$ cat config.mk
export PLATFORM = sky130hd
export DESIGN_NAME = scp_parser
export DESIGN_NICKNAME = d
export VERILOG_FILES = /design/src/shared/scp_pkg.sv /design/src/verilog/scp_parser.sv /design/src/verilog/scp_msg_mem.sv
export SDC_FILE = /design/constraint.sdc
export NUM_CORES = 1
export LEC_CHECK = 0
export ABC_AREA = 0
export BUFFER_PORTS_ARGS = -buffer_cell sky130_fd_sc_hd__buf_2
export CAP_MARGIN = 20
export CORE_ASPECT_RATIO = 0.75
export CORE_UTILIZATION = 55
export DETAILED_ROUTE_END_ITERATION = 16
export MAX_ROUTING_LAYER = met4
export PLACE_DENSITY = 0.8
export SYNTH_ARGS = -nofsm -noshare
export SYNTH_HDL_FRONTEND = slang
export SYNTH_SLANG_ARGS = --single-unit
export TNS_END_PERCENT = 30
$ cat constraint.sdc
create_clock -name mclk -period 5.4 [get_ports mclk]
set_input_delay 0.27 -clock mclk [delete_from_list [all_inputs] [get_ports mclk]]
set_output_delay 0.27 -clock mclk [all_outputs]
set_load 0.02 [all_outputs]
$ cat src/shared/scp_pkg.sv
// Notes on behaviour
// - A keyword is accepted in its full spelling or its capitalised abbreviation.
// - Any other spelling of a keyword, longer or shorter, is rejected.
// - Keywords and parameters ignore case; quoted strings keep their case.
// - An optional keyword may be left out; the command stays the same.
// - A question mark right after the keyword turns the command into a query.
// - The close query with a channel list reports state, never switches.
// - GPIB message ends on linefeed, on a byte with EOI, or both.
// - Serial message ends on CR, LF, or CR then LF, per the chosen mode.
// - Serial line-end mode powers up as LF unless a stored choice exists.
// - In LF-only serial mode each reply ends with a linefeed.
// - Common commands start with an asterisk, four or five characters long.
// - A blank separates the command keyword from its first parameter.
// - Semicolons separate commands in one message; they run in order.
// - The operation-complete query answers with the character 1.
// - The operation-complete command sets the operation-complete event flag.
// - Save stores relay states, recall restores them, from non-volatile memory.
// - Identify, reset, self-test, trigger, options and status commands are accepted.
// - Common commands behave the same on the GPIB and serial ports.
// - No service request is raised while the serial port is in use.
// - A single colon separates keywords of successive tree levels.
// - A bad command sets the command-error flag and queues an error.
package scp_pkg;
  localparam int MSG_DEPTH = 64;
  localparam int KW_CHARS  = 8;

  localparam logic [7:0] CH_LF    = 8'h0A;
  localparam logic [7:0] CH_CR    = 8'h0D;
  localparam logic [7:0] CH_SP    = 8'h20;
  localparam logic [7:0] CH_QUOTE = 8'h22;
  localparam logic [7:0] CH_STAR  = 8'h2A;
  localparam logic [7:0] CH_ZERO  = 8'h30;
  localparam logic [7:0] CH_ONE   = 8'h31;
  localparam logic [7:0] CH_NINE  = 8'h39;
  localparam logic [7:0] CH_COLON = 8'h3A;
  localparam logic [7:0] CH_SEMI  = 8'h3B;
  localparam logic [7:0] CH_QUERY = 8'h3F;
  localparam logic [7:0] CH_LO_A  = 8'h61;
  localparam logic [7:0] CH_LO_Z  = 8'h7A;
  localparam logic [7:0] CASE_GAP = 8'h20;

  typedef enum logic [1:0] {LE_LF = 2'h0, LE_CR = 2'h1, LE_CRLF = 2'h2} scp_le_t;
  localparam scp_le_t LE_RESET = LE_LF;

  typedef enum logic [1:0] {
    ST_FILL = 2'h0,
    ST_RD   = 2'h1,
    ST_CH   = 2'h3,
    ST_RPL  = 2'h2
  } scp_state_t;

  typedef enum logic [4:0] {
    CMD_NONE  = 5'h00, CMD_CLOSE = 5'h01, CMD_OPEN = 5'h02, CMD_OPEN_ALL = 5'h03,
    CMD_IDN   = 5'h04, CMD_RST   = 5'h05, CMD_TST  = 5'h06, CMD_CLS      = 5'h07,
    CMD_ESE   = 5'h08, CMD_ESR   = 5'h09, CMD_SRE  = 5'h0A, CMD_STB      = 5'h0B,
    CMD_OPC   = 5'h0C, CMD_TRG   = 5'h0D, CMD_SAV  = 5'h0E, CMD_RCL      = 5'h0F,
    CMD_OPT   = 5'h10, CMD_ROUTE = 5'h11
  } scp_code_t;

  typedef struct packed {
    logic [7:0] data;
    logic       eoi;
  } scp_byte_t;

  typedef struct packed {
    scp_code_t  code;
    logic       query;
    logic       has_param;
    logic [7:0] param;
    logic       serial;
  } scp_cmd_t;

  function automatic logic [7:0] upcase(input logic [7:0] c);
    return (c >= CH_LO_A && c <= CH_LO_Z) ? c - CASE_GAP : c;
  endfunction

  // Short form is the long form with its lower-case tail dropped
  function automatic logic kw_is(input logic [63:0] kw, input logic [3:0] len,
                                 input logic [63:0] lng, input int ll, input int sl);
    return (len == 4'(ll) && kw == lng) ||
           (len == 4'(sl) && kw == (lng >> (8 * (ll - sl))));
  endfunction

  function automatic scp_code_t kw_lookup(input logic [63:0] kw, input logic [3:0] len);
    scp_code_t k;
    k = CMD_NONE;
    if (kw_is(kw, len, 64'("ROUTE"), 5, 4)) k = CMD_ROUTE;
    if (kw_is(kw, len, 64'("CLOSE"), 5, 4)) k = CMD_CLOSE;
    if (kw_is(kw, len, 64'("OPEN"), 4, 4)) k = CMD_OPEN;
    if (kw_is(kw, len, 64'("ALL"), 3, 3)) k = CMD_OPEN_ALL;
    if (kw_is(kw, len, 64'("*IDN"), 4, 4)) k = CMD_IDN;
    if (kw_is(kw, len, 64'("*RST"), 4, 4)) k = CMD_RST;
    if (kw_is(kw, len, 64'("*TST"), 4, 4)) k = CMD_TST;
    if (kw_is(kw, len, 64'("*CLS"), 4, 4)) k = CMD_CLS;
    if (kw_is(kw, len, 64'("*ESE"), 4, 4)) k = CMD_ESE;
    if (kw_is(kw, len, 64'("*ESR"), 4, 4)) k = CMD_ESR;
    if (kw_is(kw, len, 64'("*SRE"), 4, 4)) k = CMD_SRE;
    if (kw_is(kw, len, 64'("*STB"), 4, 4)) k = CMD_STB;
    if (kw_is(kw, len, 64'("*OPC"), 4, 4)) k = CMD_OPC;
    if (kw_is(kw, len, 64'("*TRG"), 4, 4)) k = CMD_TRG;
    if (kw_is(kw, len, 64'("*SAV"), 4, 4)) k = CMD_SAV;
    if (kw_is(kw, len, 64'("*RCL"), 4, 4)) k = CMD_RCL;
    if (kw_is(kw, len, 64'("*OPT"), 4, 4)) k = CMD_OPT;
    return k;
  endfunction

  function automatic logic query_ok(input scp_code_t c, input logic q);
    case (c)
      CMD_CLOSE, CMD_OPEN, CMD_ESE, CMD_SRE, CMD_OPC: return 1'b1;
      CMD_IDN, CMD_TST, CMD_ESR, CMD_STB, CMD_OPT:     return q;
      CMD_OPEN_ALL, CMD_RST, CMD_CLS, CMD_TRG, CMD_SAV, CMD_RCL: return !q;
      default: return 1'b0;
    endcase
  endfunction
endpackage

$ cat src/verilog/scp_parser.sv
`timescale 1ns/1ps
module scp_parser #(
  parameter int DEPTH = scp_pkg::MSG_DEPTH,
  parameter int AW    = $clog2(DEPTH)
) (
  input  wire logic              mclk,
  input  wire logic              sys_rst,
  input  wire logic              port_serial,
  input  wire logic              rx_valid,
  input  scp_pkg::scp_byte_t     rx,
  output logic                   rx_ready,
  input  wire logic              le_wr,
  input  scp_pkg::scp_le_t       le_val,
  input  wire logic              nv_le_valid,
  input  scp_pkg::scp_le_t       nv_le,
  output scp_pkg::scp_le_t       le_mode,
  output logic                   cmd_valid,
  output scp_pkg::scp_cmd_t      cmd,
  output logic                   esr_opc_set,
  output logic                   esr_cme_set,
  output logic                   err_push,
  output logic                   tx_valid,
  output scp_pkg::scp_byte_t     tx,
  input  wire logic              tx_ready,
  input  wire logic              srq_req,
  output logic                   srq_out
);
  scp_pkg::scp_state_t st_q;
  scp_pkg::scp_le_t    le_q;
  logic                loaded_q;
  logic [AW:0]         wr_ptr_q;
  logic [AW:0]         len_q;
  logic [AW:0]         rd_ptr_q;
  logic                ovf_q;
  logic                cr_pend_q;
  logic                at_end_q;
  logic [7:0]          mem_rdata;
  logic [63:0]         kw_q;
  logic [3:0]          kw_len_q;
  logic                hdr_q;
  logic                qry_q;
  logic                route_q;
  logic                quote_q;
  logic                has_par_q;
  logic                bad_q;
  scp_pkg::scp_code_t  code_q;
  logic [7:0]          par_q;
  logic                cmd_valid_q;
  scp_pkg::scp_cmd_t   cmd_q;
  logic                opc_set_q;
  logic                err_q;
  logic                tx_valid_q;
  scp_pkg::scp_byte_t  tx_q;

  logic                acc;
  logic                msg_end;
  logic                store;
  logic                wr_en;
  logic [7:0]          c;
  logic [7:0]          cu;
  logic                digit;
  logic                resolve;
  logic                fin;
  logic                app;
  logic                to_par;
  logic                set_qry;
  logic                qt;
  logic                dig;
  scp_pkg::scp_code_t  k;
  scp_pkg::scp_code_t  code_n;
  logic                route_n;
  logic                bad_n;
  logic                qry_n;
  logic                empty_cmd;
  logic                fin_bad;
  logic                fin_ok;
  logic                rpl_go;
  logic                tx_last;
  scp_pkg::scp_byte_t  tx_next;

  assign rx_ready    = (st_q == scp_pkg::ST_FILL);
  assign acc         = rx_valid && rx_ready;
  assign le_mode     = le_q;
  assign cmd_valid   = cmd_valid_q;
  assign cmd         = cmd_q;
  assign esr_opc_set = opc_set_q;
  assign esr_cme_set = err_q;
  assign err_push    = err_q;
  assign tx_valid    = tx_valid_q;
  assign tx          = tx_q;
  // Serial link has no service request line at all
  assign srq_out     = srq_req && !port_serial;

  // Stored choice is taken once, on the first edge after reset release
  always_ff @(posedge mclk)
  begin
    if (sys_rst)
    begin
      le_q     <= scp_pkg::LE_RESET;
      loaded_q <= 1'b0;
    end
    else if (!loaded_q)
    begin
      loaded_q <= 1'b1;
      if (nv_le_valid)
      begin
        le_q <= nv_le;
      end
    end
    else if (le_wr)
    begin
      le_q <= le_val;
    end
  end

  always_comb
  begin
    msg_end = 1'b0;
    store   = 1'b0;
    if (acc)
    begin
      if (!port_serial)
      begin
        msg_end = (rx.data == scp_pkg::CH_LF) || rx.eoi;
        store   = (rx.data != scp_pkg::CH_LF);
      end
      else
      begin
        case (le_q)
          scp_pkg::LE_CR:
          begin
            msg_end = (rx.data == scp_pkg::CH_CR);
            store   = !msg_end;
          end
          scp_pkg::LE_CRLF:
          begin
            msg_end = cr_pend_q && (rx.data == scp_pkg::CH_LF);
            store   = (rx.data != scp_pkg::CH_CR) && !msg_end;
          end
          default:
          begin
            msg_end = (rx.data == scp_pkg::CH_LF);
            store   = !msg_end;
          end
        endcase
      end
    end
  end

  assign wr_en = store && (wr_ptr_q != (AW + 1)'(DEPTH));

  scp_msg_mem #(
    .W     (8),
    .DEPTH (DEPTH),
    .AW    (AW)
  ) u_mem (
    .clk     (mclk),
    .we      (wr_en),
    .waddr   (wr_ptr_q[AW-1:0]),
    .wdata   (rx.data),
    .raddr   (rd_ptr_q[AW-1:0]),
    .rdata_q (mem_rdata)
  );

  // Whole message is held before any of it is parsed
  always_ff @(posedge mclk)
  begin
    if (sys_rst)
    begin
      wr_ptr_q  <= '0;
      len_q     <= '0;
      ovf_q     <= 1'b0;
      cr_pend_q <= 1'b0;
    end
    else if (acc)
    begin
      cr_pend_q <= port_serial && (le_q == scp_pkg::LE_CRLF) && (rx.data == scp_pkg::CH_CR);
      if (store && !wr_en)
      begin
        ovf_q <= 1'b1;
      end
      if (msg_end)
      begin
        len_q    <= wr_ptr_q + (AW + 1)'(wr_en);
        wr_ptr_q <= '0;
      end
      else if (wr_en)
      begin
        wr_ptr_q <= wr_ptr_q + 1'b1;
      end
    end
    else if ((st_q == scp_pkg::ST_RD && ovf_q) || (st_q == scp_pkg::ST_CH && at_end_q))
    begin
      ovf_q <= 1'b0;
    end
  end

  // Past the last stored byte a virtual separator closes the final command
  assign c     = at_end_q ? scp_pkg::CH_SEMI : mem_rdata;
  assign cu    = scp_pkg::upcase(c);
  assign digit = (c >= scp_pkg::CH_ZERO) && (c <= scp_pkg::CH_NINE);

  always_comb
  begin
    resolve = 1'b0;
    fin     = 1'b0;
    app     = 1'b0;
    to_par  = 1'b0;
    set_qry = 1'b0;
    qt      = 1'b0;
    dig     = 1'b0;
    if (st_q == scp_pkg::ST_CH)
    begin
      if (hdr_q)
      begin
        if (c == scp_pkg::CH_COLON)
        begin
          resolve = 1'b1;
        end
        else if (c == scp_pkg::CH_QUERY)
        begin
          resolve = 1'b1;
          set_qry = 1'b1;
        end
        else if (c == scp_pkg::CH_SP)
        begin
          resolve = (kw_len_q != 4'h0);
          to_par  = resolve || qry_q || route_q || (code_q != scp_pkg::CMD_NONE);
        end
        else if (c == scp_pkg::CH_SEMI)
        begin
          resolve = (kw_len_q != 4'h0);
          fin     = 1'b1;
        end
        else if (c != scp_pkg::CH_CR && c != scp_pkg::CH_LF)
        begin
          app = 1'b1;
        end
      end
      else if (c == scp_pkg::CH_QUOTE)
      begin
        qt = 1'b1;
      end
      // An unclosed quote must not leak parse state into the next message
      else if ((!quote_q || at_end_q) && c == scp_pkg::CH_SEMI)
      begin
        fin = 1'b1;
      end
      else if (!quote_q && digit)
      begin
        dig = 1'b1;
      end
    end
  end

  // Walk one level down the tree for each finished keyword
  always_comb
  begin
    k       = scp_pkg::kw_lookup(kw_q, kw_len_q);
    code_n  = code_q;
    route_n = route_q;
    qry_n   = qry_q || set_qry;
    bad_n   = bad_q;
    if (app && (qry_q || kw_len_q == 4'(scp_pkg::KW_CHARS)))
    begin
      bad_n = 1'b1;
    end
    if (app && c == scp_pkg::CH_STAR && kw_len_q != 4'h0)
    begin
      bad_n = 1'b1;
    end
    if ((set_qry || c == scp_pkg::CH_COLON) && hdr_q && qry_q)
    begin
      bad_n = 1'b1;
    end
    if (resolve)
    begin
      case (k)
        scp_pkg::CMD_NONE:
        begin
          bad_n = 1'b1;
        end
        scp_pkg::CMD_ROUTE:
        begin
          bad_n   = bad_n || route_q || (code_q != scp_pkg::CMD_NONE);
          route_n = 1'b1;
        end
        scp_pkg::CMD_OPEN_ALL:
        begin
          bad_n  = bad_n || (code_q != scp_pkg::CMD_OPEN);
          code_n = k;
        end
        scp_pkg::CMD_CLOSE, scp_pkg::CMD_OPEN:
        begin
          bad_n  = bad_n || (code_q != scp_pkg::CMD_NONE);
          code_n = k;
        end
        default:
        begin
          bad_n  = bad_n || route_q || (code_q != scp_pkg::CMD_NONE);
          code_n = k;
        end
      endcase
    end
  end

  assign empty_cmd = (code_n == scp_pkg::CMD_NONE) && !route_n && !bad_n && !qry_n;
  assign fin_bad   = bad_n || (code_n == scp_pkg::CMD_NONE) || (code_n == scp_pkg::CMD_ROUTE) ||
                     !scp_pkg::query_ok(code_n, qry_n);
  assign fin_ok    = fin && !empty_cmd && !fin_bad;
  assign rpl_go    = fin_ok && (code_n == scp_pkg::CMD_OPC) && qry_n;

  always_ff @(posedge mclk)
  begin
    if (sys_rst || (st_q == scp_pkg::ST_CH && fin))
    begin
      kw_q      <= '0;
      kw_len_q  <= '0;
      hdr_q     <= 1'b1;
      qry_q     <= 1'b0;
      route_q   <= 1'b0;
      quote_q   <= 1'b0;
      has_par_q <= 1'b0;
      bad_q     <= 1'b0;
      code_q    <= scp_pkg::CMD_NONE;
      par_q     <= '0;
    end
    else if (st_q == scp_pkg::ST_CH)
    begin
      code_q  <= code_n;
      route_q <= route_n;
      qry_q   <= qry_n;
      bad_q   <= bad_n;
      if (resolve)
      begin
        kw_q     <= '0;
        kw_len_q <= '0;
      end
      else if (app && !bad_n)
      begin
        kw_q     <= {kw_q[55:0], cu};
        kw_len_q <= kw_len_q + 4'h1;
      end
      if (to_par)
      begin
        hdr_q <= 1'b0;
      end
      if (qt)
      begin
        quote_q   <= !quote_q;
        has_par_q <= 1'b1;
      end
      if (dig)
      begin
        par_q     <= 8'(par_q * 8'h0A + (c - scp_pkg::CH_ZERO));
        has_par_q <= 1'b1;
      end
    end
  end

  // Commands leave one at a time in message order, each tagged with the port it came from
  always_ff @(posedge mclk)
  begin
    if (sys_rst)
    begin
      cmd_valid_q <= 1'b0;
      cmd_q       <= '0;
      opc_set_q   <= 1'b0;
      err_q       <= 1'b0;
    end
    else
    begin
      cmd_valid_q <= 1'b0;
      opc_set_q   <= 1'b0;
      err_q       <= (st_q == scp_pkg::ST_RD && ovf_q) ||
                     (st_q == scp_pkg::ST_CH && fin && !empty_cmd && fin_bad);
      if (st_q == scp_pkg::ST_CH && fin_ok && !rpl_go)
      begin
        cmd_valid_q     <= 1'b1;
        cmd_q.code      <= code_n;
        cmd_q.query     <= qry_n;
        cmd_q.has_param <= has_par_q || dig;
        cmd_q.param     <= par_q;
        cmd_q.serial    <= port_serial;
        opc_set_q       <= (code_n == scp_pkg::CMD_OPC);
      end
    end
  end

  always_ff @(posedge mclk)
  begin
    if (sys_rst)
    begin
      st_q     <= scp_pkg::ST_FILL;
      rd_ptr_q <= '0;
      at_end_q <= 1'b0;
    end
    else
    begin
      case (st_q)
        scp_pkg::ST_FILL:
        begin
          if (acc && msg_end)
          begin
            st_q     <= scp_pkg::ST_RD;
            rd_ptr_q <= '0;
          end
        end
        scp_pkg::ST_RD:
        begin
          at_end_q <= (rd_ptr_q == len_q);
          st_q     <= ovf_q ? scp_pkg::ST_FILL : scp_pkg::ST_CH;
        end
        scp_pkg::ST_CH:
        begin
          rd_ptr_q <= rd_ptr_q + 1'b1;
          if (rpl_go)
          begin
            st_q <= scp_pkg::ST_RPL;
          end
          else
          begin
            st_q <= at_end_q ? scp_pkg::ST_FILL : scp_pkg::ST_RD;
          end
        end
        scp_pkg::ST_RPL:
        begin
          if (tx_ready && tx_last)
          begin
            st_q <= at_end_q ? scp_pkg::ST_FILL : scp_pkg::ST_RD;
          end
        end
        default:
        begin
          st_q <= scp_pkg::ST_FILL;
        end
      endcase
    end
  end

  // Reply terminator follows the port and the serial line-end mode
  assign tx_last = (tx_q.data == scp_pkg::CH_LF) ||
                   (tx_q.data == scp_pkg::CH_CR && le_q != scp_pkg::LE_CRLF);

  always_comb
  begin
    tx_next.data = scp_pkg::CH_LF;
    tx_next.eoi  = !port_serial;
    if (tx_q.data == scp_pkg::CH_ONE && port_serial && le_q != scp_pkg::LE_LF)
    begin
      tx_next.data = scp_pkg::CH_CR;
      tx_next.eoi  = 1'b0;
    end
  end

  always_ff @(posedge mclk)
  begin
    if (sys_rst)
    begin
      tx_valid_q <= 1'b0;
      tx_q       <= '0;
    end
    else if (st_q == scp_pkg::ST_CH && rpl_go)
    begin
      tx_valid_q <= 1'b1;
      tx_q.data  <= scp_pkg::CH_ONE;
      tx_q.eoi   <= 1'b0;
    end
    else if (tx_valid_q && tx_ready)
    begin
      if (tx_last)
      begin
        tx_valid_q <= 1'b0;
      end
      else
      begin
        tx_q <= tx_next;
      end
    end
  end
endmodule

$ cat src/verilog/scp_msg_mem.sv
`timescale 1ns/1ps
module scp_msg_mem #(
  parameter int W     = 8,
  parameter int DEPTH = 64,
  parameter int AW    = 6
) (
  input  wire logic          clk,
  input  wire logic          we,
  input  wire logic [AW-1:0] waddr,
  input  wire logic [W-1:0]  wdata,
  input  wire logic [AW-1:0] raddr,
  output logic      [W-1:0]  rdata_q
);
  logic [W-1:0] mem [DEPTH];

  always_ff @(posedge clk)
  begin
    if (we)
    begin
      mem[waddr] <= wdata;
    end
  end

  always_ff @(posedge clk)
  begin
    rdata_q <= mem[raddr];
  end
endmodule

* Word level (Yosys, flattened, before mapping)
Memory sizes are Yosys's and may differ from the RTL's. A register that Yosys moved wholly into a read port is not among the register bits.
Cells that the tools add are included.
** Word-level totals
- Flip-flop bits (word level) :: 143
- Latch bits :: 0
- RAM bits :: 512
- ROM bits :: 0
- Logic and storage cells :: 354
- Memories :: 1
** Memory list
- u_mem.mem :: depth 64, bits a word 8, read ports 1, clocked after Yosys merged registers in 1, write ports 1, line scp_msg_mem.sv:14 : logic [W-1:0] mem [DEPTH];
** Operators by class
- $add $sub $neg :: 7
- Multipliers :: 1
- Divide/modulo/power cells :: 0
- $lt $le $gt $ge :: 4
- Equal/unequal tests :: 73
- Shift-type cells :: 0
- Multiplexer cells :: 106
- Bitwise operators :: 2
- Reduce and logical (&&, ||, !) cells :: 129
** Operator list (number)
- equality test 64 x 30 -> 1 bit, second input constant :: 13
- equality test 64 x 31 -> 1 bit, second input constant :: 3
- equality test 64 x 39 -> 1 bit, second input constant :: 2
- two-way mux 64 bit :: 2
- two-way mux 5 bit :: 19
- equality test 64 x 23 -> 1 bit, second input constant :: 1
- two-way mux 1 bit :: 61
- logical AND 1 bit :: 59
- equality test 8 x 6 -> 1 bit, second input constant :: 6
- two-way mux 7 bit :: 6
- equality test 5 x 4 -> 1 bit, second input constant :: 8
- != test 8 x 4 -> 1 bit, second input constant :: 4
- AND reduction 2 bit :: 14
- logical OR 1 bit :: 22
- equality test 5 x 2 -> 1 bit, second input constant :: 4
- equality test 5 x 3 -> 1 bit, second input constant :: 4
- nonzero test 2 bit :: 9
- equality test 8 x 4 -> 1 bit, second input constant :: 2
- two-way mux 8 bit :: 2
- subtractor 8 x 6 -> 8 bit, second input constant :: 2
- equality test 5 bit, second input constant :: 3
- adder 7 x 1 -> 7 bit, second input constant :: 2
- two-way mux 2 bit :: 7
- one-hot mux 7 bit (2 select lines) :: 1
- other kinds (34) :: 66

* Longest topological paths before layout
Gate-level depths: netlist (run 1).
- Depth after elaboration :: 37
- Depth in mapped cells :: 17
- Gate-level depth less buffers :: 14

* Hierarchy
From an unflattened synthesis (run 1), not the netlist that was laid out.
** Unflattened totals
- Cell total of the unflattened synthesis :: 2015
- Area total of the unflattened synthesis :: 28800.1 µm²
** By module, submodules not included
- scp_msg_mem :: times used 1, cells each 972, area an instance 20190.6 µm², sequential area each 15534.9 µm²
- scp_parser :: times used 1, cells each 1043, area an instance 8609.5 µm², sequential area each 2842.7 µm²

* Worst setup path before layout (run 1)
Ideal clock, no wire load.
- Kind :: flip-flop to flip-flop
- From :: register kw_len_q[0]
- To :: register cmd_q, in the netlist cmd[0]
- Setup time :: 132 ps
- Arrival time :: 3434 ps
- Setup slack :: 1834 ps
- Stages on the path, launching flop included :: 17
- Buffers on the path :: 2
- Period minus slack after synthesis :: 3566 ps
- Cells stage by stage :: dfxtp_1 -> inv_1 -> ha_1 -> and3b_4 -> nand4_1 -> nor3_4 -> a32oi_4 -> nand4_4 -> or4_4 -> a21o_1 -> and3b_1 -> a311o_1 -> and3_1 -> buf_2 -> buf_6 -> o21ai_1 -> a21oi_1
** On the way
- Longest elaborated chain between the ends :: 35
- Elaborated cells on any way between the ends :: 112
- Those cells by class :: 25 x eq/ne; 33 x mux; 54 x reduce/logical
** RTL lines
- start, declared :: line scp_parser.sv:39 : logic [3:0] kw_len_q;
- start signal, assigned :: line scp_parser.sv:342 : kw_len_q <= kw_len_q + 4'h1;
- equality test 4 x 3 -> 1 bit (on tied branches) :: line scp_pkg.sv:80, scp_pkg.sv:81
- logical AND 1 bit (on tied branches) :: line scp_pkg.sv:80, scp_pkg.sv:81
- logical OR 1 bit :: line scp_pkg.sv:80 : return (len == 4'(ll) && kw == lng) ||
- two-way mux 5 bit :: line scp_pkg.sv:87 : if (kw_is(kw, len, 64'("ROUTE"), 5, 4)) k = CMD_ROUTE;
- two-way mux 5 bit :: line scp_pkg.sv:88 : if (kw_is(kw, len, 64'("CLOSE"), 5, 4)) k = CMD_CLOSE;
- two-way mux 5 bit :: line scp_pkg.sv:89 : if (kw_is(kw, len, 64'("OPEN"), 4, 4)) k = CMD_OPEN;
- two-way mux 5 bit :: line scp_pkg.sv:90 : if (kw_is(kw, len, 64'("ALL"), 3, 3)) k = CMD_OPEN_ALL;
- two-way mux 5 bit :: line scp_pkg.sv:91 : if (kw_is(kw, len, 64'("*IDN"), 4, 4)) k = CMD_IDN;
- (+18 left out)
- one-hot mux 1 bit (3 select lines) / logical AND 1 bit (equally long branches) :: line scp_pkg.sv:108, scp_parser.sv:307
- logical NOT 1 bit / logical AND 1 bit (equally long branches) :: line scp_parser.sv:309, scp_parser.sv:307
- logical OR 1 bit / logical NOT 1 bit (equally long branches) :: line scp_parser.sv:308, scp_parser.sv:310
- logical NOT 1 bit / logical AND 1 bit (equally long branches) :: line scp_parser.sv:310 : assign fin_ok = fin && !empty_cmd && !fin_bad;
- logical AND 1 bit :: line scp_parser.sv:310
- logical AND 1 bit (2 in series) :: line scp_parser.sv:311 : assign rpl_go = fin_ok && (code_n == scp_pkg::CMD_OPC) && qry_n;
- logical NOT 1 bit :: line scp_parser.sv:377 : if (st_q == scp_pkg::ST_CH && fin_ok && !rpl_go)
- logical AND 1 bit (*) :: line scp_parser.sv:377
- end, declared :: line scp_parser.sv:49 : scp_pkg::scp_cmd_t cmd_q;
Every way passes the cells marked *; elsewhere a longest branch is shown, timed or not.
A chain may end at the register's enable or synchronous reset.

* Worst setup path in the final report (run 1)
- From :: register kw_q[34]
- To :: register cmd_q, in the netlist cmd[13]
** On the way
- Longest elaborated chain between the ends :: 35
- Elaborated cells on any way between the ends :: 110
- Those cells by class :: 40 x eq/ne; 24 x mux; 46 x reduce/logical
** RTL lines
- start, declared :: line scp_parser.sv:38 : logic [63:0] kw_q;
- start signal, assigned :: line scp_parser.sv:341 : kw_q <= {kw_q[55:0], cu};
- equality test 64 x 39 -> 1 bit / equality test 64 x 31 -> 1 bit (equally long branches) :: line scp_pkg.sv:80, scp_pkg.sv:81
- logical AND 1 bit (on tied branches) :: line scp_pkg.sv:80, scp_pkg.sv:81
- logical OR 1 bit :: line scp_pkg.sv:80
- two-way mux 5 bit :: line scp_pkg.sv:87
- two-way mux 5 bit :: line scp_pkg.sv:88
- two-way mux 5 bit :: line scp_pkg.sv:89
- two-way mux 5 bit :: line scp_pkg.sv:90
- two-way mux 5 bit :: line scp_pkg.sv:91
- (+18 left out)
- one-hot mux 1 bit (3 select lines) / logical AND 1 bit (equally long branches) :: line scp_pkg.sv:108, scp_parser.sv:307
- logical NOT 1 bit / logical AND 1 bit (equally long branches) :: line scp_parser.sv:309, scp_parser.sv:307
- logical OR 1 bit / logical NOT 1 bit (equally long branches) :: line scp_parser.sv:308, scp_parser.sv:310
- logical NOT 1 bit / logical AND 1 bit (equally long branches) :: line scp_parser.sv:310
- logical AND 1 bit :: line scp_parser.sv:310
- logical AND 1 bit (2 in series) :: line scp_parser.sv:311
- logical NOT 1 bit :: line scp_parser.sv:377
- logical AND 1 bit :: line scp_parser.sv:377
Marked as above.

==> results of run 1 <==
[routing by layer]
layer | track usage, % | vias up | routed length (microns) | share of wire, %
met3 | 6.39 | 96 | 7620 | 11
met2 | 39.9 | 1041 | 31200 | 45
met5 | - | - | 0 | 0
met4 | 6.82 | 0 | 1390 | 2.0
met1 | 40.7 | 8665 | 29100 | 42
li1 | - | 7254 | - | -
[cells in the final DEF (no fill, tap or decap), types with 14 or more instances in the layout]
cell	synthesis	layout
mux4_2	168	168
xnor2_1	28	28
a21oi_1	99	98
clkbuf_16	0	62
buf_2	14	52
nor2_1	171	170
inv_1	19	19
a211oi_1	19	19
nor4_1	19	19
nand3_1	63	63
mux2i_1	14	14
clkbuf_1	66	18
edfxtp_1	512	512
dfxtp_1	150	146
nand4_1	28	28
nand2_1	150	150
buf_4	7	22
nor3_1	25	25
ha_1	31	31
[kinds of logic after synthesis]
family,synth area share (%)
AOI/OAI and AO/OA,4.59
adders and majority gates,1.52
and+or+nand+nor,11.0
buffers and inverters,2.06
muxes,14.2
DFF,65.5
xor gates and xnor gates,1.15
other,0.0134
[area by class of cell]
cell class / instances / share of cell area, %
flip-flops and latches: 662 / 59.6
multi-input cells: 1051 / 29.6
clock buffers: 81 / 5.29
well taps: 657 / 2.67
repair buffers: 85 / 1.80
clock inverters: 26 / 0.665
inverters: 22 / 0.268
diodes: 7 / 0.0568
[through the flow]
| step | setup WS, ps | util (%) |
|---|---|---|
| after global routing | 392 | 61.3 |
| after floorplan | 1830 | - |
| final | 871 | 61.3 |
| after detailed placement | 1000 | 57.5 |
| after CTS | 1020 | 61.3 |
| after global placement | 1190 | 57.5 |
[sequential cells by signal, summed over array words and instances (netlist names), 2 cells and up]
register       cells
kw_len_q           4
wr_ptr_q           7
u_mem.mem        512
par_q              8
rd_ptr_q           7
tx                 6
code_q             5
kw_q              64
st_q               2
le_mode            2
cmd               16
u_mem.rdata_q      8
len_q              7
[worst paths after layout]
check / start / endpoint / slack (ps)
hold reg to reg: kw_q[61] / kw_q[61] / 460
setup reg to reg: kw_q[34] / cmd[13] / 870
hold / removal: tx_ready / tx_valid / 50
setup / recovery: kw_q[34] / cmd[13] / 870
[worst reg2reg max path: cells and delay by family (launching register included)]
| family | cells | cell delay, ps |
|---|---|---|
| simple gates | 8 | 3130 |
| compound gates | 3 | 680 |
| flops | 1 | 340 |
| mux | 1 | 310 |
[what timing repair did]
item | 4_1_cts | 5_1_grt
hold buffers | 9 | 0
endpoints found under the hold margin | 6 | 0
setup endpoints to repair | 0 | 0
[report_power, final]
group          switching (mW)  total, mW  internal [mW]  leakage [nW]
registers              0.0311       5.54           5.51          5.82
logic                   0.222      0.326          0.103          3.00
clock network            1.86       4.07           2.21         0.888
==> summary.txt, run 1 <==
outcome: completed
Highest Clock Rate: 221 MHz
biggest area consumer among synthesized cells: edfxtp_1
Setup Skew: 36.2 ps
Nets: 1937
Area contributors post-synth: edfxtp_1 (55%), mux4_2 (13%), dfxtp_1 (11%), nor2_1 (2.3%), nand2_1 (2.0%)
placed inst area: 28900 sq um
crit path cell chain: nor3_1, nand4_1, nor3_4, o21ai_2, nand4_1, or4_4, and2_1, mux2i_1, o311a_1, and3_1, nor3_1, a211oi_1
Final min period: 4530 ps
antenna violations before repair: 8
first-pass GRT wire length: 104 mm
WP buf/inv: 0
total gr overflow: 0
synth-to-layout area growth: 9.88%
Clock Latency Late Sink: 650 ps
die area: 51900 sq um
R2R depth: 12
Vias/cell: 6.58
post-synthesis register bit count: 662
slowest stage delay, CP: 780 ps
Reg clk slew, reported paths: 70 ps
# setup viols final: 0
crit-path leading delay family: simple AND/OR/NAND/NOR gates
post-cts repair resize count: 0
CTS Sinks: 662
leakage: 9.71 nW
critical path capture point type: register
Syn Inst Count: 1848
die width: 263 microns
Pwr per Cell Area: 322 nW/um^2
Max clock buf depth: 3
RePlAce Congestion: 0.901
share of layout cells above drive strength 1: 20.0%
Hold Path Depth: 3
final hold viol count: 0
Commonest cells post-synth: edfxtp_1 (512), nor2_1 (171), mux4_2 (168)
Port Buf Inserts: 52
Top FF cell, synth: edfxtp_1
GRT Util Overall: 27.9%
Final Max Tran Viols: 0
FF+latch area: 18400 sq um
H-tree depth: 2
Slew @ Worst Pin: 1100 ps
Critical-path top delay cell: nor3_1
critical path arrival: 5090 ps
relative slew slack: 26.6%
Synth Warn #: 0
hold_ws: 51.5 ps
area fraction of the dominant cell type after synthesis: 54.8%
Multi-input gate area: 9140 sq um
CORE AREA: 50300 sq um
post-CTS setup buffers: 0
HP Class: in -> reg
IO Pins: 55
Synth Area per Inst: 15.2 sq um
sequential fraction of the synthesis area: 65.5%
fin area: 30800 sq um
Worst EP required: 5960 ps
Cell variety after synth: 93
RSZ-0062 raised after global routing: false
Layout fillers: 3523
Num CTS Buffers: 61
post-DP HPWL: 43.5 mm
EDFF count, synth: 512
vias in the first global route: 16400
via count: 17100
Clock Tree Root: clkbuf_16
setup_tns: 0 ps
post-synth design cell area: 28100 sq um
die height: 198 microns
First-pass DRT Iterations: 6
Rows: 71
count leader, synth: edfxtp_1
drc violations: 0
Initial Util: 55.8%
Post-Place Cells: 2468
CP Depth: 12
worst IR drop on VDD: 0.000319 V
Tot Pwr: 9.93 mW
fin cells: 2591
Antenna Violating Nets Remaining: 0
crit path max fanout: 15
CTS tree: built
Worst setup SP type: register
asr flop ratio synth: 0%
period utilization: 83.9%
crit path kind: reg -> reg
Total Wirelength: 69.3 mm
initial drt markers: 2211
Avg WL per Cell: 26.7 microns
Max-Cap Viols: 0
pin count of the biggest net entering global routing: 70
(Power assumes the default switching activity.)
==> run 2: changes to the inputs <==
PLACE_DENSITY = 0.83   (was 0.8)
clock period = 3.7 ns   (was 5.4 ns; I/O delays follow)
==> run 2 against run 1 <==
  * The run now ends with setup timing left
  * Wire length increased by 12%
  * Sequential power rose by 46%
  * Register-to-register slack got worse by 1100 ps
  * Combinational power is 64% higher
  * Core utilization increased by 4.7 points
  * Die area stayed put
  * Via count increased by 7.8%
  * Non-clock buffer count is 187 higher
  * Worst setup slack got worse by 1100 ps
  * Count of clock-buffer cells in the layout decreased by 8
  * Maximum frequency is 16% higher
  * Critical path type unchanged
  * Largest power group unchanged
  * Highest routed layer unchanged
==> summary.txt, run 2 (synthesis results as in run 1) <==
outcome: finished with violations
failing checks: setup timing
RSZ-0062 raised after global routing: true
initial drt markers: 2565
placed inst area: 30100 sq um
Layout fillers: 3234
IO Pins: 55
Avg WL per Cell: 28.0 microns
relative slew slack: 27.2%
die width: 263 microns
Total Wirelength: 77.7 mm
total gr overflow: 0
Worst EP required: 4250 ps
Port Buf Inserts: 52
worst IR drop on VDD: 0.000439 V
crit-path leading delay family: simple AND/OR/NAND/NOR gates
crit path kind: reg -> reg
Final min period: 3900 ps
Final Max Tran Viols: 0
HP Class: in -> reg
slowest stage delay, CP: 540 ps
Rows: 71
Slew @ Worst Pin: 1090 ps
CTS tree: built
Num CTS Buffers: 60
Max-Cap Viols: 0
antenna violations before repair: 1
Pwr per Cell Area: 468 nW/um^2
Initial Util: 55.8%
First-pass DRT Iterations: 6
slack of the critical path: -202 ps
Setup Skew: 21.0 ps
# setup viols final: 28
H-tree depth: 2
post-DP HPWL: 46.9 mm
crit path max fanout: 7
max reg flops: 512
Biggest register: u_mem.mem
Worst setup SP type: register
Nets: 2125
setup_tns: -2790 ps
critical path arrival: 4450 ps
drc violations: 0
Antenna Violating Nets Remaining: 0
share of layout cells above drive strength 1: 30.9%
leakage: 11.0 nW
first-pass GRT wire length: 114 mm
CP dominant cell by count: buf_4
CORE AREA: 50300 sq um
Vias/cell: 6.61
leading cell type in the layout, fill and taps excluded: edfxtp_1
Max clock buf depth: 3
Clock Latency Late Sink: 640 ps
die height: 198 microns
GRT Util Overall: 30.7%
critical path capture point type: register
Reg clk slew, reported paths: 70 ps
vias in the first global route: 18100
pin count of the biggest net entering global routing: 65
fin area: 33200 sq um
most frequent cells in the layout: edfxtp_1 (512), buf_4 (189), mux4_2 (168), nor2_1 (157), nand2_1 (149)
RePlAce Congestion: 0.959
WP buf/inv: 2
Highest Clock Rate: 256 MHz
crit path cell chain: and3b_4, nand4_1, buf_4, nor4_4, o21ai_2, nand4_4, buf_4, or4_4, and2_1, and3b_1, a311o_1, and2_4, a41o_1, a211oi_2
die area: 51900 sq um
Clock Tree Root: clkbuf_16
Critical-path top delay cell: or4_4
final hold viol count: 0
diode count: 0
via count: 18400
CTS Sinks: 662
period utilization: 105%
synth-to-layout area growth: 18.3%
run 2: cell type report:
type / count / area, sq um / share of cell area (%)
clock inverters: 41 / 637 / 1.92
multi-input cells: 1053 / 9570 / 28.8
flip-flops and latches: 662 / 18400 / 55.5
repair buffers: 272 / 2110 / 6.34
clock buffers: 73 / 1570 / 4.73
well taps: 657 / 822 / 2.48
inverters: 22 / 82.6 / 0.249
run 2: path summary, 6_finish.rpt:
path	start	cells past startpoint	slack, ps	to
min reg2reg	kw_q[59]	2	460	kw_q[59]
max reg2reg	kw_len_q[3]	14	-200	cmd[10]
min	rx_valid	4	80	cr_pend_q
max	kw_len_q[3]	14	-200	cmd[10]
run 2: layer usage:
layer / part of all wire [%] / vias to the layer above / GRT usage (%)
met1: 39 / 9243 / 42.2
met2: 46 / 1297 / 46.5
met4: 3.2 / 0 / 10.2
met5: 0 / - / -
met3: 12 / 191 / 5.90
li1: - / 7647 / -
run 2: worst min-delay path, delay by kind of cell:
kind | cells | cell delay, ps
simple gates | 2 | 330
buf+inv | 1 | 70
compound gates | 1 | 60
run 2: repair_timing:
| action | CTS | global route |
|---|---|---|
| setup endpoints to repair | 46 | 196 |
| hold buffers | 12 | 0 |
| cloned | 1 | 2 |
| buffers inserted | 13 | 18 |
| hold endpoints to repair | 18 | 0 |
| pin swaps | 16 | 41 |
| gates resized for setup | 35 | 75 |
run 2: through the flow:
stage / setup WS [ps] / std cells / util, % / hold WS (ps) / total power, mW
after floorplan: 134 / 1849 / - / 262 / 8.48
after global placement: -294 / 2621 / 59.9 / 444 / 8.69
after detailed placement: -368 / 2621 / 59.9 / 451 / 8.72
after CTS: -14.6 / 2761 / 65.1 / 46.3 / 15.5
after global routing: -309 / 2780 / 66.0 / 87.3 / 15.8
final: -202 / 2780 / 66.0 / 76.5 / 15.5
run 2: where the power goes:
group          internal, mW  switching [mW]  total, mW  leakage, nW
combinational         0.174           0.361      0.536         4.13
clock                  4.15            2.78       6.93         1.07
sequential             8.03          0.0372       8.07         5.83
total                  12.4            3.18       15.5         11.0
